<file path="config.mk">
export PLATFORM = sky130hd
export DESIGN_NAME = afsc_regs
export DESIGN_NICKNAME = d
export VERILOG_FILES = /design/src/hdl/afsc_pkg.sv /design/src/hdl/afsc_link_if.sv /design/src/hdl/afsc_regs.sv /design/src/hdl/afsc_serial_rx.sv
export SDC_FILE = /design/constraint.sdc
export NUM_CORES = 1
export LEC_CHECK = 0
export BUFFER_PORTS_ARGS = -buffer_cell sky130_fd_sc_hd__buf_2
export CORE_MARGIN = 2
export CORE_UTILIZATION = 29
export DETAILED_ROUTE_END_ITERATION = 10
export PLACE_DENSITY = 0.43
export RECOVER_POWER = 25
export SETUP_SLACK_MARGIN = 0.15
export SYNTH_ARGS = -nofsm -noshare
export SYNTH_HDL_FRONTEND = slang
export SYNTH_SLANG_ARGS = --single-unit
</file>
<file path="constraint.sdc">
create_clock -name clk_sys -period 2.3 [get_ports clk_sys]
set_clock_uncertainty 0.2 [all_clocks]
set_input_delay 0.115 -clock clk_sys [delete_from_list [all_inputs] [get_ports clk_sys]]
set_output_delay 0.115 -clock clk_sys [all_outputs]
set_load 0.02 [all_outputs]
</file>
<file path="src/hdl/afsc_pkg.sv">
// constants of the serial control register bank
// assumes one system clock; serial pins are asynchronous to it
package afsc_pkg;
    localparam int FRAME_W   = 16;
    localparam int DATA_W    = 10;
    localparam int SYNC_LEN  = 3;
    localparam int READ_BITS = 10;

    // frame field positions, most significant bit sent first
    localparam int CHIP_HI   = 15;
    localparam int CHIP_LO   = 14;
    localparam int READ_BIT  = 13;
    localparam int ADDR_HI   = 12;
    localparam int ADDR_LO   = 10;

    localparam logic [2:0] ADDR_CONFIG  = 3'h0;
    localparam logic [2:0] ADDR_STANDBY = 3'h1;
    localparam logic [2:0] ADDR_EGAIN   = 3'h2;
    localparam logic [2:0] ADDR_OGAIN   = 3'h3;
    localparam logic [2:0] ADDR_ECLAMP  = 3'h4;
    localparam logic [2:0] ADDR_OCLAMP  = 3'h5;
    localparam logic [2:0] ADDR_TEST    = 3'h6;
    localparam logic [2:0] ADDR_PROBE   = 3'h7;

    // field positions inside the 10-bit data word
    localparam int STANDBY_POS  = 0;
    localparam int EDGE2_LO     = 2;
    localparam int EDGE1_LO     = 6;
    localparam int TEST_EN_POS  = 0;
    localparam int PATTERN_POS  = 2;
    localparam int INTERVAL_LO  = 4;
    localparam int PROBE_POS    = 1;

    // values after reset, and the readback count load
    localparam logic       STANDBY_RST  = 1'b0;
    localparam logic [3:0] EDGE2_RST    = 4'h8;
    localparam logic [3:0] EDGE1_RST    = 4'h8;
    localparam logic [9:0] GAIN_RST     = 10'h040;
    localparam logic [7:0] CLAMP_RST    = 8'h50;
    localparam logic       TEST_EN_RST  = 1'b0;
    localparam logic       PATTERN_RST  = 1'b0;
    localparam logic [1:0] INTERVAL_RST = 2'h0;
    localparam logic       PROBE_RST    = 1'b0;
    localparam logic [3:0] READ_CNT_RST = 4'h0;
    localparam logic [3:0] READ_CNT_LD  = 4'hA;
endpackage : afsc_pkg

</file>
<file path="src/hdl/afsc_link_if.sv">
// carrier between the serial receiver and the register bank
// assumes both ends run on clk_sys
`timescale 1ns/1ps
interface afsc_link_if;
    logic        sclk_rise;
    logic        strobe_rise;
    logic [15:0] frame;
    logic [1:0]  strap;

    modport rx   (output sclk_rise, output strobe_rise, output frame,
                  output strap);
    modport bank (input sclk_rise, input strobe_rise, input frame,
                  input strap);
endinterface : afsc_link_if

</file>
<file path="src/hdl/afsc_regs.sv">
// serial control register bank of the dual-channel front end
// assumes serial pins and straps arrive asynchronously; the adc bit
// and converter clock sample on clk_sys
`timescale 1ns/1ps

// How it works
// - reg 01h bit 0: standby, reset normal
// - reg 01h bits 5:2: second edge delay
// - reg 01h bits 9:6: first edge delay
// - probe bit routes converter clock onto bit zero
// - reg 02h even gain, code over 64
// - reg 03h odd gain, same scaling
// - reg 04h even clamp, default 50h
// - reg 05h odd clamp, default 50h
// - reg 06h bit 0 test enable, off
// - reg 06h bit 2 pattern select
// - reg 06h bits 5:4 pattern interval
// - readback address in frame bits 12:10
// - 16-bit frame: chip, address, data
// - shift on clock rise, latch on strobe
// - ignore frames for other chip address
// - readback blocks writes, shifts data out
module afsc_regs (
    input  wire logic       clk_sys,
    input  wire logic       rst,
    input  wire logic       sclk,
    input  wire logic       serial_in,
    input  wire logic       write_strobe,
    input  wire logic       chip_select_strap_low,
    input  wire logic       chip_select_strap_high,
    input  wire logic       adc_bit_zero,
    input  wire logic       converter_clock,
    output logic            serial_read_out,
    output logic            standby_select,
    output logic [3:0]      edge2_delay,
    output logic [3:0]      edge1_delay,
    output logic [9:0]      even_gain,
    output logic [9:0]      odd_gain,
    output logic [7:0]      even_black_clamp,
    output logic [7:0]      odd_black_clamp,
    output logic            test_enable,
    output logic            pattern_select,
    output logic [1:0]      pattern_interval,
    output logic            converter_clock_probe_enable,
    output logic            output_bit_zero,
    output logic            read_busy
);
    afsc_link_if link ();

    logic       chip_match;
    logic       is_read;
    logic [2:0] reg_addr;
    logic [9:0] wdata;
    logic       write_ok;
    logic       read_ok;
    logic [9:0] read_word;
    logic [8:0] read_shift;
    logic [3:0] read_cnt;

    afsc_serial_rx u_rx (
        .clk_sys                (clk_sys),
        .rst                    (rst),
        .sclk                   (sclk),
        .serial_in              (serial_in),
        .write_strobe           (write_strobe),
        .chip_select_strap_low  (chip_select_strap_low),
        .chip_select_strap_high (chip_select_strap_high),
        .link                   (link.rx)
    );

    assign chip_match = link.frame[afsc_pkg::CHIP_HI:afsc_pkg::CHIP_LO]
                        == link.strap;
    assign is_read    = link.frame[afsc_pkg::READ_BIT];
    assign reg_addr   = link.frame[afsc_pkg::ADDR_HI:afsc_pkg::ADDR_LO];
    assign wdata      = link.frame[afsc_pkg::DATA_W-1:0];
    // a strobe while data is still going out would corrupt the readback
    assign write_ok   = link.strobe_rise && chip_match && !is_read
                        && !read_busy;
    assign read_ok    = link.strobe_rise && chip_match && is_read
                        && !read_busy;

    // unused and configuration bits read back as zero
    always_comb begin
        read_word = 10'h000;
        case (reg_addr)
            afsc_pkg::ADDR_STANDBY: begin
                read_word[afsc_pkg::STANDBY_POS] = standby_select;
                read_word[afsc_pkg::EDGE2_LO +: 4] = edge2_delay;
                read_word[afsc_pkg::EDGE1_LO +: 4] = edge1_delay;
            end
            afsc_pkg::ADDR_EGAIN: begin
                read_word = even_gain;
            end
            afsc_pkg::ADDR_OGAIN: begin
                read_word = odd_gain;
            end
            afsc_pkg::ADDR_ECLAMP: begin
                read_word[7:0] = even_black_clamp;
            end
            afsc_pkg::ADDR_OCLAMP: begin
                read_word[7:0] = odd_black_clamp;
            end
            afsc_pkg::ADDR_TEST: begin
                read_word[afsc_pkg::TEST_EN_POS] = test_enable;
                read_word[afsc_pkg::PATTERN_POS] = pattern_select;
                read_word[afsc_pkg::INTERVAL_LO +: 2] = pattern_interval;
            end
            afsc_pkg::ADDR_PROBE: begin
                read_word[afsc_pkg::PROBE_POS] =
                    converter_clock_probe_enable;
            end
            default: begin
                read_word = 10'h000;
            end
        endcase
    end

    // standby and multiplex edge delays
    always_ff @(posedge clk_sys) begin
        if (rst) begin
            standby_select <= afsc_pkg::STANDBY_RST;
            edge2_delay    <= afsc_pkg::EDGE2_RST;
            edge1_delay    <= afsc_pkg::EDGE1_RST;
        end else if (write_ok && reg_addr == afsc_pkg::ADDR_STANDBY) begin
            standby_select <= wdata[afsc_pkg::STANDBY_POS];
            edge2_delay    <= wdata[afsc_pkg::EDGE2_LO +: 4];
            // no ordering check: keeping edge 1 before edge 2 is up to
            // the host
            edge1_delay    <= wdata[afsc_pkg::EDGE1_LO +: 4];
        end
    end

    // per-channel gain
    always_ff @(posedge clk_sys) begin
        if (rst) begin
            even_gain <= afsc_pkg::GAIN_RST;
            odd_gain  <= afsc_pkg::GAIN_RST;
        end else if (write_ok) begin
            if (reg_addr == afsc_pkg::ADDR_EGAIN) begin
                even_gain <= wdata;
            end
            if (reg_addr == afsc_pkg::ADDR_OGAIN) begin
                odd_gain <= wdata;
            end
        end
    end

    // per-channel black clamp; top two data bits are fixed zero
    always_ff @(posedge clk_sys) begin
        if (rst) begin
            even_black_clamp <= afsc_pkg::CLAMP_RST;
            odd_black_clamp  <= afsc_pkg::CLAMP_RST;
        end else if (write_ok) begin
            if (reg_addr == afsc_pkg::ADDR_ECLAMP) begin
                even_black_clamp <= wdata[7:0];
            end
            if (reg_addr == afsc_pkg::ADDR_OCLAMP) begin
                odd_black_clamp <= wdata[7:0];
            end
        end
    end

    // test pattern control
    always_ff @(posedge clk_sys) begin
        if (rst) begin
            test_enable      <= afsc_pkg::TEST_EN_RST;
            pattern_select   <= afsc_pkg::PATTERN_RST;
            pattern_interval <= afsc_pkg::INTERVAL_RST;
        end else if (write_ok && reg_addr == afsc_pkg::ADDR_TEST) begin
            test_enable      <= wdata[afsc_pkg::TEST_EN_POS];
            pattern_select   <= wdata[afsc_pkg::PATTERN_POS];
            pattern_interval <= wdata[afsc_pkg::INTERVAL_LO +: 2];
        end
    end

    // converter clock probe
    always_ff @(posedge clk_sys) begin
        if (rst) begin
            converter_clock_probe_enable <= afsc_pkg::PROBE_RST;
        end else if (write_ok && reg_addr == afsc_pkg::ADDR_PROBE) begin
            converter_clock_probe_enable <= wdata[afsc_pkg::PROBE_POS];
        end
    end

    // registered mux: the probed clock is a sampled copy, so it only
    // shows edges the system clock can resolve
    always_ff @(posedge clk_sys) begin
        if (rst) begin
            output_bit_zero <= 1'b0;
        end else if (converter_clock_probe_enable) begin
            output_bit_zero <= converter_clock;
        end else begin
            output_bit_zero <= adc_bit_zero;
        end
    end

    // readback: msb shows at the strobe, next bit on every clock rise
    always_ff @(posedge clk_sys) begin
        if (rst) begin
            read_cnt        <= afsc_pkg::READ_CNT_RST;
            read_busy       <= 1'b0;
            read_shift      <= 9'h000;
            serial_read_out <= 1'b0;
        end else if (read_ok) begin
            read_cnt        <= afsc_pkg::READ_CNT_LD;
            read_busy       <= 1'b1;
            serial_read_out <= read_word[9];
            read_shift      <= read_word[8:0];
        end else if (read_busy && link.sclk_rise) begin
            read_cnt        <= read_cnt - 4'h1;
            read_busy       <= (read_cnt != 4'h1);
            serial_read_out <= read_shift[8];
            read_shift      <= {read_shift[7:0], 1'b0};
        end
    end
endmodule : afsc_regs

</file>
<file path="src/hdl/afsc_serial_rx.sv">
// synchronisers for the serial pins and the 16-bit input shifter
// assumes all pins are asynchronous to clk_sys
`timescale 1ns/1ps
module afsc_serial_rx (
    input  wire logic   clk_sys,
    input  wire logic   rst,
    input  wire logic   sclk,
    input  wire logic   serial_in,
    input  wire logic   write_strobe,
    input  wire logic   chip_select_strap_low,
    input  wire logic   chip_select_strap_high,
    afsc_link_if.rx     link
);
    localparam int NPIN = 5;
    logic [NPIN-1:0] pin_raw;
    wire  [NPIN-1:0] pin_lvl;
    wire  [NPIN-1:0] pin_rise;
    logic [15:0]     shift;

    assign pin_raw = {chip_select_strap_high, chip_select_strap_low,
                      write_strobe, serial_in, sclk};

    genvar g;
    generate
        for (g = 0; g < NPIN; g++) begin : g_sync
            logic [afsc_pkg::SYNC_LEN-1:0] stage;
            logic                          lvl;
            logic                          rise;
            always_ff @(posedge clk_sys) begin
                if (rst) begin
                    stage <= '0;
                end else begin
                    stage <= {stage[afsc_pkg::SYNC_LEN-2:0], pin_raw[g]};
                end
            end
            // a change counts only once stages two and three agree
            always_ff @(posedge clk_sys) begin
                if (rst) begin
                    lvl  <= 1'b0;
                    rise <= 1'b0;
                end else begin
                    rise <= 1'b0;
                    if (stage[1] == stage[2] && stage[2] != lvl) begin
                        lvl  <= stage[2];
                        rise <= stage[2];
                    end
                end
            end
            assign pin_lvl[g]  = lvl;
            assign pin_rise[g] = rise;
        end
    endgenerate

    // older bits fall off the top; only the last 16 survive
    always_ff @(posedge clk_sys) begin
        if (rst) begin
            shift <= 16'h0000;
        end else if (pin_rise[0]) begin
            shift <= {shift[14:0], pin_lvl[1]};
        end
    end

    assign link.sclk_rise   = pin_rise[0];
    assign link.strobe_rise = pin_rise[2];
    assign link.frame       = shift;
    assign link.strap       = pin_lvl[4:3];
endmodule : afsc_serial_rx

</file>
After elaboration in Yosys (flattened, before gate mapping)
Index checks and enable logic that the tools add are counted.
{ "classes": {"add_sub_neg": 1, "eq_ne": 19, "n_mux": 16, "bitwise_logic": 2, "reduce_logical": 24} }
{ "ops": {"columns": ["op", "count"], "rows": [
  ["$mux 9", 2],
  ["$logic_and 1x1->1", 14],
  ["$eq 3x3->1 const B", 4],
  ["$pmux 1 s6", 2],
  ["$pmux 2 s6", 1],
  ["$pmux 1 s5", 2],
  ["$pmux 2 s5", 1],
  ["$mux 4", 2],
  ["$reduce_and 2->1", 4],
  ["$eq 3x2->1 const B", 2],
  ["$pmux 2 s3", 1],
  ["$reduce_or 2->1", 3],
  ["$eq 1x1->1", 5],
  ["$mux 1", 5],
  ["$ne 1x1->1", 5],
  ["$ne 4x1->1 const B", 1],
  ["$sub 4x1->4 const B", 1],
  ["$eq 3x1->1 const B", 1],
  ["$eq 2x2->1", 1],
  ["$logic_not 1->1", 2],
  ["$not 1->1", 2],
  ["$reduce_bool 2->1", 1]
]} }
{ "totals": {"register_bits": 104, "output_inout_bits": 53, "word_cells": 92} }

Longest topological paths before layout
{ "depth": {"ltp_word": 5, "ltp_mapped": 7} }

Modules after synthesis
From an unflattened synthesis, not the netlist that was laid out.
{ "unflattened": {"cells_unflattened": 449, "hier_area_um2": 4505.6} }
{ "by_module_without_submodules": {"columns": ["module", "n_inst", "cells_per_inst", "area_per_inst_um2", "seq_area_each_um2"], "rows": [
  ["afsc_regs", 1, 339, 3278.1, 1321.3],
  ["afsc_serial_rx", 1, 110, 1227.4, 760.7]
]} }

Worst setup path before layout
Ideal clock, no wire load.
{ "synth_path": {"path_type": "reg-to-reg", "startpoint": "reg read_busy", "endpoint": "reg even_gain[6]", "setup_time_ns": 0.120, "t_arrival_ns": 1.724, "required_ns": 1.980, "setup_slack_ns": 0.256, "stages_incl_launch_ff": 6, "synth_period_minus_slack_ns": 2.044, "cell_sequence": "dfxtp_1 -> nor2b_1 -> nand3_2 -> or4b_4 -> buf_6 -> a211o_1"} }
{ "synth_between": {"elab_chain_cells": 3} }
{ "synth_lines": {"columns": ["element", "line", "rtl"], "rows": [
  ["from (decl)", "afsc_regs.sv:46", "output logic read_busy"],
  ["from (signal assigned)", "afsc_regs.sv:211", "read_busy <= (read_cnt != 4'h1);"],
  ["$logic_not 1->1", "afsc_regs.sv:78", "&& !read_busy;"],
  ["$logic_and 1x1->1", "afsc_regs.sv:78", null],
  ["$reduce_and 2->1 (no source line)", null, null],
  ["to (signal assigned)", "afsc_regs.sv:136", "even_gain <= afsc_pkg::GAIN_RST;"],
  ["to (signal assigned)", "afsc_regs.sv:140", "even_gain <= wdata;"],
  ["to (decl)", "afsc_regs.sv:37", "output logic [9:0] even_gain,"]
]} }
No other way between the ends.
A chain may end at the register's enable or synchronous reset.

Final worst setup path
{ "layout_path": {"startpoint": "reg u_rx.g_sync[3].lvl", "endpoint": "reg even_gain[9]"} }
{ "layout_between": {"elab_chain_cells": 5} }
{ "layout_lines": {"columns": ["element", "line", "rtl"], "rows": [
  ["from (decl)", "afsc_serial_rx.sv:27", "logic lvl;"],
  ["from (signal assigned)", "afsc_serial_rx.sv:44", "lvl <= stage[2];"],
  ["$eq 2x2->1", "afsc_regs.sv:72", "== link.strap;"],
  ["$logic_and 1x1->1 (2 in a row)", "afsc_regs.sv:77", "assign write_ok = link.strobe_rise && chip_match && !is_read"],
  ["$logic_and 1x1->1", "afsc_regs.sv:78", null],
  ["$reduce_and 2->1 (no source line)", null, null]
]} }
No other way between the ends.

==> impl_table.tex <==
\begin{tabular}{lr}
\hline
Metric & Value \\
\hline
\multicolumn{2}{l}{\textbf{Run}} \\
Number of maximum-capacitance violations & 1 \\
\multicolumn{2}{l}{\textbf{Die}} \\
Die Outline Area & 0.01579 mm\^{}2 \\
Count of pins on the block boundary & 62 \\
Row cnt & 44 \\
Effective utilization at floorplan & 29.65\% \\
Floorplan core area & 0.01448 mm\^{}2 \\
Overall die width & 125.7 um \\
Die boundary height & 125.7 um \\
\multicolumn{2}{l}{\textbf{Place}} \\
Routability-driven placement congestion ratio & 0.7789 \\
DP HPWL & 8398 um \\
Number of input and output port buffers inserted & 61 \\
Cell Area, Placed & 0.004872 mm\^{}2 \\
\multicolumn{2}{l}{\textbf{Finish}} \\
Number of nets in the layout & 554 \\
N\_diodes & 0 \\
Design area & 0.005290 mm\^{}2 \\
Ratio of cells with drive above 1 in the final layout & 18.46\% \\
Layout-stage area growth over the synthesis result & 23.23\% \\
\multicolumn{2}{l}{\textbf{Synth}} \\
Share of synthesized area occupied by flip-flops and latches & 48.50\% \\
Avg Synthesized Cell Area & 9.057 um\^{}2 \\
Top flip-flop cell by instance count after synthesis & sky130\_fd\_sc\_hd\_\_dfxtp\_1 \\
Count of synthesis-stage warnings from yosys & 0 \\
Fraction of synthesis flops using an asynchronous set or reset pin & 0\% \\
Portion of synthesized cell area occupied by the leading cell type & 48.50\% \\
Ranking of synthesized cells by area & sky130\_fd\_sc\_hd\_\_dfxtp\_1 48\%, sky130\_fd\_sc\_hd\_\_mux2i\_1 10\%, sky130\_fd\_sc\_hd\_\_nand2\_1 5.2\% \\
Cell area after technology mapping & 0.004293 mm\^{}2 \\
Cell taking the most area after synthesis & sky130\_fd\_sc\_hd\_\_dfxtp\_1 \\
Post-synthesis sequential element count & 104 \\
Number of different library cells in the post-synthesis netlist & 48 \\
Post-Syn Instances & 474 \\
Number of enable-type register cells in the synthesized netlist & 0 \\
Synthesized Nets & 486 \\
\multicolumn{2}{l}{\textbf{Status}} \\
Outcome & finished, violations left \\
Violated checks & capacitance limit, slew limit \\
\multicolumn{2}{l}{\textbf{Timing}} \\
Final clock period utilization by the worst path & 89.90\% \\
Total negative slack for setup checks & 0 ns \\
Tmin final & 2.068 ns \\
Slew Limit Headroom & -10.36\% \\
Final slew viol count & 78 \\
Top achievable clock speed & 483.6 MHz \\
Final Hold Violating Endpoints & 0 \\
\# setup viols final & 0 \\
Setup repair after global routing missed its margin & no \\
Slew at the pin closest to its max-slew limit & 1.655 ns \\
\multicolumn{2}{l}{\textbf{Worst setup path}} \\
CP Cell Sequence & xnor2\_2 > nand3\_4 > or4b\_4 > mux2i\_1 > nor2\_1 \\
CP Capture Type & flip-flop \\
Arrival @ worst endpoint & 2.04 ns \\
Slowest library cell on the worst path & sky130\_fd\_sc\_hd\_\_or4b\_4 \\
Worst Path Class, Setup & reg -> reg \\
Top delay family on crit path & simple AND/OR/NAND/NOR gates \\
Startpoint types & flip-flop \\
Number of buffer and inverter stages on the critical path & 0 \\
Critical Path Max Stage Delay & 0.68 ns \\
Data required time at the worst endpoint & 2.28 ns \\
Crit path max fanout & 6 \\
\multicolumn{2}{l}{\textbf{GRT}} \\
Largest net degree at the start of global routing & 78 \\
Wire length of the first global-routing pass & 19610 um \\
Via count of the first global-routing pass & 3421 \\
Number of antenna violations at the first check in global routing & 0 \\
Overall global routing resource usage & 16.12\% \\
Grt ovf & 0 \\
\multicolumn{2}{l}{\textbf{Pwr}} \\
Max rail drop VDD & 0.2895 mV \\
Power per standard cell area & 678.6 mW/mm\^{}2 \\
Leakage Power & 1.941 nW \\
\multicolumn{2}{l}{\textbf{CTS}} \\
Clock Sink Count & 104 \\
Source-to-sink clock delay at the later pin of the worst-skew pair & 0.36 ns \\
Bufs on Longest Clock Path & 2 \\
Clock slew at the register clock pins of the worst setup and hold paths & 0.07 ns \\
Number of clock buffers inserted by TritonCTS & 9 \\
Htree depth & 3 \\
Clock tree from TritonCTS & built \\
Clock root buffer & sky130\_fd\_sc\_hd\_\_clkbuf\_16 \\
\multicolumn{2}{l}{\textbf{Route}} \\
DR DRC count & 0 \\
WL per Instance & 17.30 um \\
Metal1 wirelength & 5925 um \\
Number of DRC markers after the initial detailed-route iteration & 210 \\
Highest metal used & met4 \\
Met3 WL post-DR & 628 um \\
Number of optimization iterations in the first detailed-route pass & 4 \\
Met2 routed wirelength & 5891 um \\
Overall via count from detail\_route & 3583 \\
Number of vias per cell & 4.902 \\
Final ANT Viol Nets & 0 \\
Final wirelength & 12640 um \\
\multicolumn{2}{l}{\textbf{Worst hold path}} \\
Path class of the lowest-slack min-delay path & reg -> reg \\
\hline
\end{tabular}
-- cells in the final DEF, fill, tap and decap left out, types with 3 or more instances in the layout --
master	instances
sky130_fd_sc_hd__nand3_1	16
sky130_fd_sc_hd__dlygate4sd3_1	7
sky130_fd_sc_hd__clkbuf_1	20
sky130_fd_sc_hd__buf_4	23
sky130_fd_sc_hd__a311oi_1	3
sky130_fd_sc_hd__nor2_1	51
sky130_fd_sc_hd__a31oi_1	5
sky130_fd_sc_hd__nor2b_1	25
sky130_fd_sc_hd__clkbuf_8	3
sky130_fd_sc_hd__nor3_1	7
sky130_fd_sc_hd__o21ai_0	15
sky130_fd_sc_hd__mux2_2	5
sky130_fd_sc_hd__a22oi_1	3
sky130_fd_sc_hd__o211ai_1	5
sky130_fd_sc_hd__nand2_1	59
sky130_fd_sc_hd__inv_1	4
sky130_fd_sc_hd__mux2i_1	45
sky130_fd_sc_hd__a21oi_1	40
sky130_fd_sc_hd__ha_1	3
sky130_fd_sc_hd__clkbuf_16	9
sky130_fd_sc_hd__a221o_1	5
sky130_fd_sc_hd__dfxtp_1	103
sky130_fd_sc_hd__a211oi_1	3
sky130_fd_sc_hd__buf_2	45
sky130_fd_sc_hd__a211o_1	5
-- stage by stage --
stage                     power (mW)  worst slack, ns  hold slack (ns)  instances  util (%)
after floorplan                1.891           0.2560        -0.005654        474         -
after global placement         1.911           0.1090           0.1282        705     33.65
after detailed placement       1.912          0.07109           0.1332        705     33.65
after CTS                      3.629           0.1553           0.1489        729     36.63
after global routing           3.710           0.1544           0.2635        731     36.54
final                          3.590           0.2324           0.2338        731     36.54
-- metal layers --
metal | vias to the layer above | GRT usage, %
li1 | 1784 | -
met1 | 1702 | 22.31
met2 | 85 | 25.47
met3 | 12 | 2.379
met4 | 0 | 6.144
met5 | - | 0
-- worst paths after layout --
check | from | end | slack [ns] | cells after the start
min reg2reg | u_rx.g_sync[2].stage[0]$_SDFF_PP0_ | u_rx.g_sync[2].stage[1]$_SDFF_PP0_ | 0.23 | 1
min | u_rx.g_sync[2].stage[0]$_SDFF_PP0_ | u_rx.g_sync[2].stage[1]$_SDFF_PP0_ | 0.23 | 1
max | u_rx.g_sync[3].lvl$_SDFFE_PP0P_ | even_gain[9]$_SDFFE_PP0P_ | 0.23 | 5
max reg2reg | u_rx.g_sync[3].lvl$_SDFFE_PP0P_ | even_gain[9]$_SDFFE_PP0P_ | 0.23 | 5
-- synthesized netlist by cell type, types with 4 or more instances --
master,number
sky130_fd_sc_hd__dfxtp_1,104
sky130_fd_sc_hd__nand2_1,60
sky130_fd_sc_hd__nor2_1,51
sky130_fd_sc_hd__mux2i_1,45
sky130_fd_sc_hd__a21oi_1,40
sky130_fd_sc_hd__clkbuf_1,30
sky130_fd_sc_hd__nor2b_1,26
sky130_fd_sc_hd__nand3_1,16
sky130_fd_sc_hd__o21ai_0,15
sky130_fd_sc_hd__nor3_1,7
sky130_fd_sc_hd__a211o_1,5
sky130_fd_sc_hd__a221o_1,5
sky130_fd_sc_hd__a31oi_1,5
sky130_fd_sc_hd__mux2_2,5
sky130_fd_sc_hd__o211ai_1,5
sky130_fd_sc_hd__buf_1,4
sky130_fd_sc_hd__buf_2,4
sky130_fd_sc_hd__inv_1,4
-- sequential cells by signal, summed over array words and instances, names as in the netlist --
register / cells
read_shift: 9
u_rx.link.strobe_rise: 1
standby_select: 1
u_rx.g_sync.stage: 15
pattern_select: 1
pattern_interval: 2
u_rx.g_sync.lvl: 5
edge1_delay: 4
even_black_clamp: 8
odd_gain: 10
read_busy: 1
edge2_delay: 4
converter_clock_probe_enable: 1
test_enable: 1
u_rx.link.frame: 16
read_cnt: 4
u_rx.link.sclk_rise: 1
even_gain: 10
serial_read_out: 1
output_bit_zero: 1
odd_black_clamp: 8
-- kinds of logic after synthesis --
logic type                 count (synthesis)  synth area share (%)
AOI/OAI and AO/OA                         90                 13.03
xor gates and xnor gates                   5                 1.370
adders and majority gates                  3                0.8745
buffers and inverters                     44                 4.138
DFF                                      104                 48.50
muxes                                     50                 11.80
and+or+nand+nor                          178                 20.29
-- where the power goes --
| part | switching [mW] | internal (mW) | total [mW] |
|---|---|---|---|
| clock network | 0.668 | 1.04 | 1.71 |
| logic | 0.0381 | 0.0223 | 0.0604 |
| registers | 0.00478 | 1.81 | 1.82 |
-- final cells by class --
cell class	instances	area [um^2]
multi-input cells	327	2063
repair buffers	95	560.5
well taps	184	230.2
inverters	5	18.77
clock buffers	14	274.0
flip-flops and latches	104	2083
clock inverters	2	60.06
fillers	1495	9189
-- what timing repair did --
action,in CTS,in global routing
hold endpoints to repair,6,0
resized for setup,4,2
hold buffers,7,0
cloned,1,0
pin swaps,1,3
endpoints found under the setup margin,11,11
setup buffers,0,2
No activity file was read; power rests on OpenSTA's default activity.
